## config.mk

```make
export PLATFORM = sky130hd
export DESIGN_NAME = pcsd_top
export DESIGN_NICKNAME = d
export VERILOG_FILES = /design/src/hw/pcsd_top.v
export VERILOG_INCLUDE_DIRS = /design/src /design/src/include
export SDC_FILE = /design/constraint.sdc
export NUM_CORES = 1
export LEC_CHECK = 0
export ABC_CLOCK_PERIOD_IN_PS = 4550
export BUFFER_PORTS_ARGS = -buffer_cell sky130_fd_sc_hd__buf_2
export CORE_MARGIN = 1.5
export CORE_UTILIZATION = 55
export CTS_BUF_LIST = sky130_fd_sc_hd__clkbuf_8
export CTS_CLUSTER_DIAMETER = 120
export DETAILED_ROUTE_END_ITERATION = 8
export GPL_TIMING_DRIVEN = 0
export HOLD_SLACK_MARGIN = 0.06
export MAX_ROUTING_LAYER = met4
export PLACE_DENSITY = 0.84
export SLEW_MARGIN = 20
export SYNTH_ARGS = -nofsm -noshare
export SYNTH_HDL_FRONTEND = slang
export SYNTH_SLANG_ARGS = --single-unit
export TNS_END_PERCENT = 10
```

## constraint.sdc

```tcl
create_clock -name clk -period 4.55 [get_ports clk]
set_input_delay 0.91 -clock clk [delete_from_list [all_inputs] [get_ports clk]]
set_output_delay 0.91 -clock clk [all_outputs]
set_load 0.005 [all_outputs]
```

## src/include/pcsd_defs.vh

```
`ifndef PCSD_DEFS_VH
`define PCSD_DEFS_VH

// register byte addresses
`define PCSD_ADDR_SSP1_DIV    32'h4004809C
`define PCSD_ADDR_USB_SEL     32'h400480C0
`define PCSD_ADDR_USB_UPD     32'h400480C4
`define PCSD_ADDR_USB_DIV     32'h400480C8
`define PCSD_ADDR_OUT_SEL     32'h400480E0
`define PCSD_ADDR_OUT_UPD     32'h400480E4
`define PCSD_ADDR_OUT_DIV     32'h400480E8
`define PCSD_ADDR_STATUS      32'h400480F0

// reset values
`define PCSD_RST_SSP1_DIV     8'h00
`define PCSD_RST_USB_SEL      2'h0
`define PCSD_RST_USB_DIV      8'h01
`define PCSD_RST_OUT_SEL      2'h0
`define PCSD_RST_OUT_DIV      8'h00

// usb source codes
`define PCSD_USB_SRC_PLL      2'h0
`define PCSD_USB_SRC_MAIN     2'h1

// clock output source codes
`define PCSD_OUT_SRC_IRC      2'h0
`define PCSD_OUT_SRC_XTAL     2'h1
`define PCSD_OUT_SRC_WDT      2'h2
`define PCSD_OUT_SRC_MAIN     2'h3

// source vector positions
`define PCSD_SRC_MAIN         3'h0
`define PCSD_SRC_USBPLL       3'h1
`define PCSD_SRC_IRC          3'h2
`define PCSD_SRC_XTAL         3'h3
`define PCSD_SRC_WDT          3'h4

// status register fields
`define PCSD_ST_USB_ACT_LSB   0
`define PCSD_ST_OUT_ACT_LSB   2
`define PCSD_ST_USB_PEND      4
`define PCSD_ST_OUT_PEND      5

// axi responses
`define PCSD_RESP_OKAY        2'h0
`define PCSD_RESP_SLVERR      2'h2

`endif

```

## src/hw/pcsd_top.v

```verilog
// Summary of operation
// serial port 1 divider 8 bits; zero stops clock, N divides by N.
// usb source field: 0 usb pll, 1 main clock, 2 and 3 reserved.
// usb source changes only after update strobe written zero then one.
// software keeps old and new source running before any update.
// usb divider 8 bits resets to one; zero stops, N divides by N.
// software programs usb source and divider for 48 MHz.
// before usb moves to main clock, main runs 48 MHz from pll.
// usb pll may stop only after usb moved to main clock.
// output source 2 bits reset zero: irc, crystal, watchdog osc, main.
// output selection applies only after bit 0 written zero then one.
// output divider 8 bits resets zero; zero disables, N divides by N.
// source switch and divider change produce no runt pulses.
`include "pcsd_defs.vh"

module pcsd_top (
  // system
  input  wire        clk,
  input  wire        rst,
  // axi4-lite write address
  input  wire [31:0] s_axi_awaddr,
  input  wire        s_axi_awvalid,
  output reg         s_axi_awready,
  // axi4-lite write data
  input  wire [31:0] s_axi_wdata,
  input  wire [3:0]  s_axi_wstrb,
  input  wire        s_axi_wvalid,
  output reg         s_axi_wready,
  // axi4-lite write response
  output reg  [1:0]  s_axi_bresp,
  output reg         s_axi_bvalid,
  input  wire        s_axi_bready,
  // axi4-lite read address
  input  wire [31:0] s_axi_araddr,
  input  wire        s_axi_arvalid,
  output reg         s_axi_arready,
  // axi4-lite read data
  output reg  [31:0] s_axi_rdata,
  output reg  [1:0]  s_axi_rresp,
  output reg         s_axi_rvalid,
  input  wire        s_axi_rready,
  // source clocks, sampled on clk
  input  wire        main_clk_in,
  input  wire        usb_pll_clk_in,
  input  wire        internal_rc_oscillator,
  input  wire        crystal_oscillator,
  input  wire        wdt_osc_clk_in,
  // generated clocks
  output reg         serial_port1_clock,
  output reg         usb_clk,
  output reg         clock_output_pin
);

  // divider step: {out, count}; one step per source half period
  function [8:0] div_step;
    input [8:0] st;
    input       edge_seen;
    input [7:0] n;
    reg   [7:0] cnt_inc;
    begin
      cnt_inc = st[7:0] + 8'h01;
      div_step = st;
      if (n == 8'h00) begin
        div_step = 9'h000;
      end else if (edge_seen) begin
        if (cnt_inc >= n) begin
          div_step = {~st[8], 8'h00};
        end else begin
          div_step = {st[8], cnt_inc};
        end
      end
    end
  endfunction

  // address decode hit
  function is_mapped;
    input [31:0] a;
    begin
      is_mapped = (a == `PCSD_ADDR_SSP1_DIV) || (a == `PCSD_ADDR_USB_SEL) ||
                  (a == `PCSD_ADDR_USB_UPD)  || (a == `PCSD_ADDR_USB_DIV) ||
                  (a == `PCSD_ADDR_OUT_SEL)  || (a == `PCSD_ADDR_OUT_UPD) ||
                  (a == `PCSD_ADDR_OUT_DIV)  || (a == `PCSD_ADDR_STATUS);
    end
  endfunction

  // software registers
  reg  [7:0]  ssp1_div_reg;
  reg  [1:0]  usb_sel_reg;
  reg         usb_upd_reg;
  reg  [7:0]  usb_div_reg;
  reg  [1:0]  out_sel_reg;
  reg         out_upd_reg;
  reg  [7:0]  out_div_reg;
  // active selections and pending updates
  reg  [1:0]  usb_act_reg;
  reg  [1:0]  out_act_reg;
  reg         usb_pend_reg;
  reg         out_pend_reg;
  // sampled sources
  reg  [4:0]  src_q_reg;
  reg  [4:0]  src_p_reg;
  wire [4:0]  src_in;
  wire [4:0]  src_edge;
  // divider state and latched divide values
  reg  [7:0]  ssp1_cnt_reg;
  reg  [7:0]  usb_cnt_reg;
  reg  [7:0]  out_cnt_reg;
  reg  [7:0]  ssp1_n_reg;
  reg  [7:0]  usb_n_reg;
  reg  [7:0]  out_n_reg;
  // axi holding
  reg  [31:0] aw_addr_reg;
  reg         aw_full_reg;
  reg  [31:0] w_data_reg;
  reg  [3:0]  w_strb_reg;
  reg         w_full_reg;
  wire        do_write;
  wire        wr_ok;
  wire        wr_lo;

  assign src_in   = {wdt_osc_clk_in, crystal_oscillator, internal_rc_oscillator,
                     usb_pll_clk_in, main_clk_in};
  assign src_edge = src_q_reg ^ src_p_reg;
  assign do_write = aw_full_reg && w_full_reg && !s_axi_bvalid;
  assign wr_ok    = do_write && is_mapped(aw_addr_reg);
  assign wr_lo    = w_strb_reg[0];

  // source selection: usb and clock output
  reg  [2:0]  usb_idx;
  reg  [2:0]  usb_new_idx;
  reg  [2:0]  out_idx;
  reg  [2:0]  out_new_idx;
  always @* begin
    usb_idx     = (usb_act_reg == `PCSD_USB_SRC_MAIN) ? `PCSD_SRC_MAIN : `PCSD_SRC_USBPLL;
    usb_new_idx = (usb_sel_reg == `PCSD_USB_SRC_MAIN) ? `PCSD_SRC_MAIN : `PCSD_SRC_USBPLL;
    case (out_act_reg)
      `PCSD_OUT_SRC_IRC:  out_idx = `PCSD_SRC_IRC;
      `PCSD_OUT_SRC_XTAL: out_idx = `PCSD_SRC_XTAL;
      `PCSD_OUT_SRC_WDT:  out_idx = `PCSD_SRC_WDT;
      default:            out_idx = `PCSD_SRC_MAIN;
    endcase
    case (out_sel_reg)
      `PCSD_OUT_SRC_IRC:  out_new_idx = `PCSD_SRC_IRC;
      `PCSD_OUT_SRC_XTAL: out_new_idx = `PCSD_SRC_XTAL;
      `PCSD_OUT_SRC_WDT:  out_new_idx = `PCSD_SRC_WDT;
      default:            out_new_idx = `PCSD_SRC_MAIN;
    endcase
  end

  // switch only while output, old and new source are all low
  wire usb_swap = usb_pend_reg && !usb_clk && !src_q_reg[usb_idx] &&
                  !src_q_reg[usb_new_idx];
  wire out_swap = out_pend_reg && !clock_output_pin && !src_q_reg[out_idx] &&
                  !src_q_reg[out_new_idx];

  wire [8:0] ssp1_nx = div_step({serial_port1_clock, ssp1_cnt_reg},
                                src_edge[`PCSD_SRC_MAIN], ssp1_n_reg);
  wire [8:0] usb_nx  = div_step({usb_clk, usb_cnt_reg},
                                src_edge[usb_idx], usb_n_reg);
  wire [8:0] out_nx  = div_step({clock_output_pin, out_cnt_reg},
                                src_edge[out_idx], out_n_reg);

  // clock generation
  always @(posedge clk) begin
    if (rst) begin
      src_q_reg          <= 5'h00;
      src_p_reg          <= 5'h00;
      serial_port1_clock <= 1'b0;
      usb_clk            <= 1'b0;
      clock_output_pin   <= 1'b0;
      ssp1_cnt_reg       <= 8'h00;
      usb_cnt_reg        <= 8'h00;
      out_cnt_reg        <= 8'h00;
      ssp1_n_reg         <= `PCSD_RST_SSP1_DIV;
      usb_n_reg          <= `PCSD_RST_USB_DIV;
      out_n_reg          <= `PCSD_RST_OUT_DIV;
    end else begin
      src_q_reg <= src_in;
      src_p_reg <= src_q_reg;
      {serial_port1_clock, ssp1_cnt_reg} <= ssp1_nx;
      // new divide value taken only at a period boundary
      if (ssp1_nx == 9'h000) begin
        ssp1_n_reg <= ssp1_div_reg;
      end
      if (usb_swap) begin
        {usb_clk, usb_cnt_reg} <= 9'h000;
        usb_n_reg              <= usb_div_reg;
      end else begin
        {usb_clk, usb_cnt_reg} <= usb_nx;
        if (usb_nx == 9'h000) begin
          usb_n_reg <= usb_div_reg;
        end
      end
      if (out_swap) begin
        {clock_output_pin, out_cnt_reg} <= 9'h000;
        out_n_reg                       <= out_div_reg;
      end else begin
        {clock_output_pin, out_cnt_reg} <= out_nx;
        if (out_nx == 9'h000) begin
          out_n_reg <= out_div_reg;
        end
      end
    end
  end

  // register writes and update strobes
  always @(posedge clk) begin
    if (rst) begin
      ssp1_div_reg <= `PCSD_RST_SSP1_DIV;
      usb_sel_reg  <= `PCSD_RST_USB_SEL;
      usb_upd_reg  <= 1'b0;
      usb_div_reg  <= `PCSD_RST_USB_DIV;
      out_sel_reg  <= `PCSD_RST_OUT_SEL;
      out_upd_reg  <= 1'b0;
      out_div_reg  <= `PCSD_RST_OUT_DIV;
      usb_act_reg  <= `PCSD_RST_USB_SEL;
      out_act_reg  <= `PCSD_RST_OUT_SEL;
      usb_pend_reg <= 1'b0;
      out_pend_reg <= 1'b0;
    end else begin
      if (usb_swap) begin
        usb_act_reg  <= usb_sel_reg;
        usb_pend_reg <= 1'b0;
      end
      if (out_swap) begin
        out_act_reg  <= out_sel_reg;
        out_pend_reg <= 1'b0;
      end
      if (wr_ok && wr_lo) begin
        case (aw_addr_reg)
          `PCSD_ADDR_SSP1_DIV: ssp1_div_reg <= w_data_reg[7:0];
          `PCSD_ADDR_USB_SEL:  usb_sel_reg  <= w_data_reg[1:0];
          `PCSD_ADDR_USB_DIV:  usb_div_reg  <= w_data_reg[7:0];
          `PCSD_ADDR_OUT_SEL:  out_sel_reg  <= w_data_reg[1:0];
          `PCSD_ADDR_OUT_DIV:  out_div_reg  <= w_data_reg[7:0];
          `PCSD_ADDR_USB_UPD: begin
            usb_upd_reg <= w_data_reg[0];
            // zero then one arms a switch; reserved codes are not applied
            if (!usb_upd_reg && w_data_reg[0] && !usb_sel_reg[1]) begin
              usb_pend_reg <= 1'b1;
            end
          end
          `PCSD_ADDR_OUT_UPD: begin
            out_upd_reg <= w_data_reg[0];
            if (!out_upd_reg && w_data_reg[0]) begin
              out_pend_reg <= 1'b1;
            end
          end
          default: begin
          end
        endcase
      end
    end
  end

  // axi4-lite write channels
  always @(posedge clk) begin
    if (rst) begin
      s_axi_awready <= 1'b0;
      s_axi_wready  <= 1'b0;
      s_axi_bvalid  <= 1'b0;
      s_axi_bresp   <= `PCSD_RESP_OKAY;
      aw_full_reg   <= 1'b0;
      w_full_reg    <= 1'b0;
      aw_addr_reg   <= 32'h00000000;
      w_data_reg    <= 32'h00000000;
      w_strb_reg    <= 4'h0;
    end else begin
      s_axi_awready <= !aw_full_reg && !s_axi_bvalid && !(s_axi_awvalid && s_axi_awready);
      s_axi_wready  <= !w_full_reg && !s_axi_bvalid && !(s_axi_wvalid && s_axi_wready);
      if (s_axi_awvalid && s_axi_awready) begin
        aw_full_reg <= 1'b1;
        aw_addr_reg <= s_axi_awaddr;
      end
      if (s_axi_wvalid && s_axi_wready) begin
        w_full_reg <= 1'b1;
        w_data_reg <= s_axi_wdata;
        w_strb_reg <= s_axi_wstrb;
      end
      if (do_write) begin
        s_axi_bvalid <= 1'b1;
        s_axi_bresp  <= is_mapped(aw_addr_reg) ? `PCSD_RESP_OKAY : `PCSD_RESP_SLVERR;
        aw_full_reg  <= 1'b0;
        w_full_reg   <= 1'b0;
        s_axi_awready <= 1'b0;
        s_axi_wready  <= 1'b0;
      end else if (s_axi_bvalid && s_axi_bready) begin
        s_axi_bvalid <= 1'b0;
      end
    end
  end

  // read data mux
  reg [31:0] rd_val;
  always @* begin
    rd_val = 32'h00000000;
    case (s_axi_araddr)
      `PCSD_ADDR_SSP1_DIV: rd_val[7:0] = ssp1_div_reg;
      `PCSD_ADDR_USB_SEL:  rd_val[1:0] = usb_sel_reg;
      `PCSD_ADDR_USB_UPD:  rd_val[0]   = usb_upd_reg;
      `PCSD_ADDR_USB_DIV:  rd_val[7:0] = usb_div_reg;
      `PCSD_ADDR_OUT_SEL:  rd_val[1:0] = out_sel_reg;
      `PCSD_ADDR_OUT_UPD:  rd_val[0]   = out_upd_reg;
      `PCSD_ADDR_OUT_DIV:  rd_val[7:0] = out_div_reg;
      `PCSD_ADDR_STATUS: begin
        rd_val[`PCSD_ST_USB_ACT_LSB+1:`PCSD_ST_USB_ACT_LSB] = usb_act_reg;
        rd_val[`PCSD_ST_OUT_ACT_LSB+1:`PCSD_ST_OUT_ACT_LSB] = out_act_reg;
        rd_val[`PCSD_ST_USB_PEND] = usb_pend_reg;
        rd_val[`PCSD_ST_OUT_PEND] = out_pend_reg;
      end
      default: rd_val = 32'h00000000;
    endcase
  end

  // axi4-lite read channels
  always @(posedge clk) begin
    if (rst) begin
      s_axi_arready <= 1'b0;
      s_axi_rvalid  <= 1'b0;
      s_axi_rdata   <= 32'h00000000;
      s_axi_rresp   <= `PCSD_RESP_OKAY;
    end else begin
      s_axi_arready <= !s_axi_rvalid && !(s_axi_arvalid && s_axi_arready);
      if (s_axi_arvalid && s_axi_arready) begin
        s_axi_rvalid  <= 1'b1;
        s_axi_rdata   <= rd_val;
        s_axi_rresp   <= is_mapped(s_axi_araddr) ? `PCSD_RESP_OKAY : `PCSD_RESP_SLVERR;
        s_axi_arready <= 1'b0;
      end else if (s_axi_rvalid && s_axi_rready) begin
        s_axi_rvalid <= 1'b0;
      end
    end
  end

endmodule // pcsd_top

```

### Yosys cells after proc, flatten, opt, wreduce, memory -nomap -nowiden

Index checks and enable logic that the tools add are counted.

| cells by class | value |
|---|---|
| div/mod/pow operators | 0 |
| shift operators | 0 |
| eq/ne operators | 22 |
| $lt $le $gt $ge | 7 |
| multipliers | 0 |
| reductions and logical operators | 76 |
| bitwise logic cells | 4 |
| mux-type cells | 47 |
| $add $sub $neg | 3 |

Operators by type and width:

| cell | number |
|---|---|
| $eq 32x31->1 const B | 16 |
| $mux 9 | 9 |
| $mux 8 | 4 |
| $logic_not 9->1 | 3 |
| $add 8x1->8 const B | 3 |
| $ge 8x8->1 | 3 |
| $logic_not 8->1 | 3 |
| $logic_and 1x1->1 | 23 |
| $mux 1 | 20 |
| $bmux 1 s3 | 6 |
| $pmux 3 s3 | 2 |
| $logic_not 1->1 | 16 |
| $pmux 4 s4 | 1 |
| $logic_or 1x1->1 | 14 |
| $reduce_and 2->1 | 7 |
| $eq 2x1->1 const B | 4 |
| $lt 1x4->1 const B | 2 |
| $lt 3x4->1 const B | 2 |
| $pmux 1 s8 | 1 |
| $reduce_bool 2->1 | 4 |
| $reduce_or 2->1 | 4 |
| $pmux 1 s6 | 1 |
| $pmux 2 s3 | 1 |
| $xor 5x5->5 | 1 |
| other kinds (4) | 9 |

| word-level totals | value |
|---|---|
| input port bits | 112 |
| bits in writable memories | 0 |
| bits in latches | 0 |
| memories kept | 0 |
| output and inout bits | 44 |
| memory bits (read-only) | 0 |
| register bits | 157 |

### Longest topological paths before layout

| logic depth | value |
|---|---|
| depth in word-level cells | 11 |
| gate-level depth with buffers | 13 |
| gate-level depth less buffers | 13 |

### Worst setup path before layout

No wires, ideal clock.

| path | value |
|---|---|
| kind | register to register |
| start | reg usb_cnt_reg[0] |
| end | reg usb_n_reg[0] |
| buffers on the path | 0 |
| slack | 1409 ps |
| clock period less this slack | 3141 ps |
| required time | 4430 ps |
| data arrival time | 3022 ps |
| stages on the path, launching flop included | 13 |
| cell sequence | dfxtp_1 > ha_1 > and3_1 > and3_1 > xor2_1 > ha_1 > a21o_1 > a21oi_1 > o22ai_1 > or4b_1 > o21ai_4 > nor2_1 > a211o_1 |

| between the ends | value |
|---|---|
| cells in the longest elaborated chain, start to end | 7 |

Ends and longest elaborated chain:

| element | RTL line | RTL |
|---|---|---|
| from (decl) | pcsd_top.v:106 | `reg [7:0] usb_cnt_reg;` |
| from (signal assigned) | pcsd_top.v:189 | `{usb_clk, usb_cnt_reg} <= usb_nx;` |
| $add 8x1->8 | pcsd_top.v:61 | `cnt_inc = st[7:0] + 8'h01;` |
| $ge 8x8->1 | pcsd_top.v:66 | `if (cnt_inc >= n) begin` |
| $mux 9 | pcsd_top.v:66 |  |
| $mux 9 * | pcsd_top.v:65 | `end else if (edge_seen) begin` |
| $mux 9 * | pcsd_top.v:63 | `if (n == 8'h00) begin` |
| $logic_not 9->1 * | pcsd_top.v:190 | `if (usb_nx == 9'h000) begin` |
| $reduce_bool 2->1 (no line) * | n/a |  |
| to (signal assigned) | pcsd_top.v:175 | `` usb_n_reg <= `PCSD_RST_USB_DIV; `` |
| to (signal assigned) | pcsd_top.v:187 | `usb_n_reg <= usb_div_reg;` |
| to (signal assigned) | pcsd_top.v:191 | `usb_n_reg <= usb_div_reg;` |
| to (decl) | pcsd_top.v:109 | `reg [7:0] usb_n_reg;` |

Mark *: on every way between the ends. The rest lies on a longest branch, timed or not.
A chain may end at the register's enable or synchronous reset.

### Worst setup path after layout

| path | value |
|---|---|
| start | reg out_cnt_reg[0] |
| end | reg out_n_reg[2] |

| between the ends | value |
|---|---|
| cells in the longest elaborated chain, start to end | 7 |

Ends and longest elaborated chain:

| element | RTL line | RTL |
|---|---|---|
| from (decl) | pcsd_top.v:107 | `reg [7:0] out_cnt_reg;` |
| from (signal assigned) | pcsd_top.v:198 | `{clock_output_pin, out_cnt_reg} <= out_nx;` |
| $add 8x1->8 | pcsd_top.v:61 |  |
| $ge 8x8->1 | pcsd_top.v:66 |  |
| $mux 9 | pcsd_top.v:66 |  |
| $mux 9 * | pcsd_top.v:65 |  |
| $mux 9 * | pcsd_top.v:63 |  |
| $logic_not 9->1 * | pcsd_top.v:199 | `if (out_nx == 9'h000) begin` |
| $reduce_bool 2->1 (no line) * | n/a |  |
| to (signal assigned) | pcsd_top.v:176 | `` out_n_reg <= `PCSD_RST_OUT_DIV; `` |
| to (signal assigned) | pcsd_top.v:196 | `out_n_reg <= out_div_reg;` |
| to (signal assigned) | pcsd_top.v:200 | `out_n_reg <= out_div_reg;` |
| to (decl) | pcsd_top.v:110 | `reg [7:0] out_n_reg;` |

Marks and branches as above.

==> summary.md <==
| Metric | Value |
|---|---|
| Status | `completed` |
| Max Cap Violations | `0` |
| Row cnt | `42` |
| Hpwl dp | `13,400 um` |
| Main synth FF type | `dfxtp_1` |
| Setup Fix Bufs, Post-CTS | `0` |
| First-pass GRT wire length | `29,000 um` |
| Finished layout cell area | `8880 um^2` |
| Routability cong. | `0.932` |
| Ys async rst share | `0%` |
| Layout cells sized above 1 | `17.7%` |
| Crit path arrival time | `around 3.9 ns` |
| CP required | `4.89 ns` |
| Tmin final | `around 3.6 ns` |
| Clock sinks | `between 150 and 200` |
| Final Setup Violations | `0` |
| Hold Path Depth | `2` |
| Critical setup path kind | `reg -> reg` |
| TritonRoute pass-1 iters | `5` |
| Cells along the critical path | `ha_1 > nand4_1 > or2_2 > xnor2_1 > ha_1 > nand3_1 > o31ai_1 > nand2b_1 > o211ai_1 > a31oi_4 > mux2i_1` |
| Placed instance area | `8500 um^2` |
| Via count | `roughly 6,800` |
| CP Capture Type | `flip-flop` |
| Root buf cell | `clkbuf_8` |
| Yosys warnings | `0` |
| Seq/Total Area, Yosys | `about two fifths` |
| Die area | `between 10,000 and 15,000 um^2` |
| Drt drc | `0` |
| Syn avg cell area | `8.39 um^2` |
| Pwr/cell area | `303 nW/um^2` |
| Max reg flops | `32` |
| GR Overflow Total | `0` |
| Area grow syn2layout | `15.7%` |
| Cts hold-fix bufs | `0` |
| Leak | `0.00368 uW` |
| Initial Utilization | `between 50% and 60%` |
| R2R depth | `11` |
| DRT iter0 DRCs | `570` |
| Reg-to-reg endpoint | `out_n_reg[2]` |
| Longest Clk Path Bufs | `2` |
| Vias in the first global route | `6,096` |
| Crit start category | `flip-flop` |
| Flops & latches, synth | `approximately 160` |
| Fin Setup TNS | `0 ns` |
| I/O pins | `156` |
| Max Freq | `278 MHz` |
| Port bufs | `between 100 and 150` |
| CP most frequent cell | `ha_1` |
| WHS | `around 0.46 ns` |
| Top post-synthesis cells by area | `dfxtp_1 40%, mux2i_1 6.6%, nand2_1 6.2%` |
| Synthesized-area fraction occupied by adder cells | `under 10%` |
| Synth Area in Simple Gates | `24.1%` |
| Slowest CP cell | `o31ai_1` |
| DR vias/cell | `5.42` |
| CP max stage delay | `about 0.73 ns` |
| RR Startpoint | `out_cnt_reg[0]` |
| Yosys top cell area share | `about two fifths` |
| Overall die width | `121 um` |
| All-Layer GR Usage | `approximately a quarter` |
| TritonCTS buffer count | `17` |
| Routed wire per std cell | `14.5 um` |
| Post-synth top area cell | `dfxtp_1` |
| Worst min path class | `reg -> reg` |
| Final Cycle Share | `79.1%` |
| Clock Latency Late Sink | `0.47 ns` |
| Core Util, Final | `66.0%` |
| Mux contribution to synthesized area | `under 10%` |
| Normalized max-slew margin | `39.8%` |
| Post-CTS Resized | `0` |
| Initial antenna violation count | `1` |
| Post-synth EDFFs | `0` |
| Core ar. | `13,500 um^2` |
| Post-synthesis instance total | `915` |
| Min-delay src | `aw_addr_reg[15]` |
| Hold Path End | `aw_addr_reg[15]` |
| Clock Skew | `0.0155 ns` |
| Final Slew Violations | `0` |
| Largest net degree at the start of global routing | `17` |
| Final Hold Viols | `0` |
| Antenna viol nets, final | `0` |
| Worst-Margin Slew | `0.896 ns` |
| Unrepaired setup endpoints after global routing | `no` |
| Clock Pin Slew Worst Setup and Hold Paths | `around 0.090 ns` |
| Critical path fanouts, max | `9` |
| XOR/XNOR share of the synthesized area | `under 10%` |
| WL final | `18,100 um` |
| H-tree Lvls | `4` |
| Largest family of logic cells by synthesized area | `simple AND/OR/NAND/NOR gates` |
| Count of cell types in the netlist | `63` |
| Maximum vdd drop | `approximately 0.22 mV` |
| FF-to-FF setup slack | `0.95 ns` |
| Compound-Gate Fraction of Synth Area | `approximately 12%` |
| Die H | `121 um` |
| Final net count | `between 1,000 and 1,500` |
| TritonCTS clock tree | `yes` |
| Synthesized area | `7680 um^2` |
worst max-delay path, delay by kind of cell (launching register included):
kind            cells  cell delay (ns)
simple gates        4             0.76
xor+xnor            1             0.16
mux                 1             0.17
flops               1             0.47
compound gates      3             1.32
fa+ha+maj           2             0.61
power breakdown:
part	switching (uW)	internal (uW)	total (uW)
combinational	164	133	297
sequential	33.6	1390	1420
clock	543	424	966
per-layer routing:
layer / global-route usage [%] / part of all wire (%)
met5: - / 0
met4: 10.2 / 2.7
met3: 5.59 / 7.3
met2: 41.0 / 45
met1: 32.8 / 45
area by class of cell:
| type | count | area (um^2) |
|---|---|---|
| Multi-Input combinational cell | 687 | 4210 |
| Buffer | 67 | 358 |
| Fill cell | 1167 | 4570 |
| Tap cell | 176 | 220 |
| Inverter | 31 | 116 |
| Sequential cell | 155 | 3100 |
| Clock inverter | 12 | 88.8 |
| Timing Repair Buffer | 102 | 510 |
| Clock buffer | 20 | 275 |
| Antenna cell | 1 | 2.50 |
cell usage in the layout, fill, tap and decap left out, types with 4 or more instances in the layout:
cell type	count
buf_4	27
nor3_1	15
nand2b_1	25
and2_1	5
nand3_1	13
and3_1	4
mux2_2	4
xor2_1	20
inv_1	32
or3_1	4
xnor2_1	23
nor4b_1	5
nor3b_1	5
clkbuf_1	33
o21ai_0	19
nor2b_1	12
nor4_1	14
nor2_1	113
or2_2	11
mux2i_1	51
buf_2	106
ha_1	27
a21oi_1	85
nand2_1	126
or4_1	5
a21o_1	5
clkbuf_8	20
conb_1	26
nand4_1	14
dfxtp_1	155
a222oi_1	8
cell usage after synthesis, drive strengths merged, types with 16 or more instances:
library cell	number
nor4	16
inv	31
ha	27
mux2i	51
o21ai	20
xor2	20
nand2	126
xnor2	24
nor2	113
a21oi	85
dfxtp	155
nand2b	25
clkbuf	33
buf	34
metrics by stage:
step           power, uW  setup slack, ns  instances
6_report            2690            0.951       1251
3_3_place_gp        1740            0.981       1218
3_5_place_dp        1750             1.00       1218
4_1_cts             2690            0.966       1250
2_1_floorplan       1650             1.41        940
5_1_grt             2800            0.639       1251
how the worst max path moves through the flow:
stage	from	endpoint	slack (ns)
global placement	out_cnt_reg[0]	out_n_reg[7]	0.98
floorplan	usb_cnt_reg[0]	usb_n_reg[0]	1.41
detailed placement	out_cnt_reg[0]	out_n_reg[6]	1.00
finish	out_cnt_reg[0]	out_n_reg[2]	0.95
CTS	out_cnt_reg[0]	out_n_reg[6]	0.97
global route	out_cnt_reg[0]	out_n_reg[6]	0.64
cell families after synthesis:
| group | Yosys count |
|---|---|
| buf+inv | 98 |
| mux | 58 |
| compound gates | 146 |
| flops | 155 |
| other cells | 1 |
| xor+xnor | 44 |
| fa+ha+maj | 27 |
| simple gates | 386 |
No activity file was read; power rests on OpenSTA's default activity.
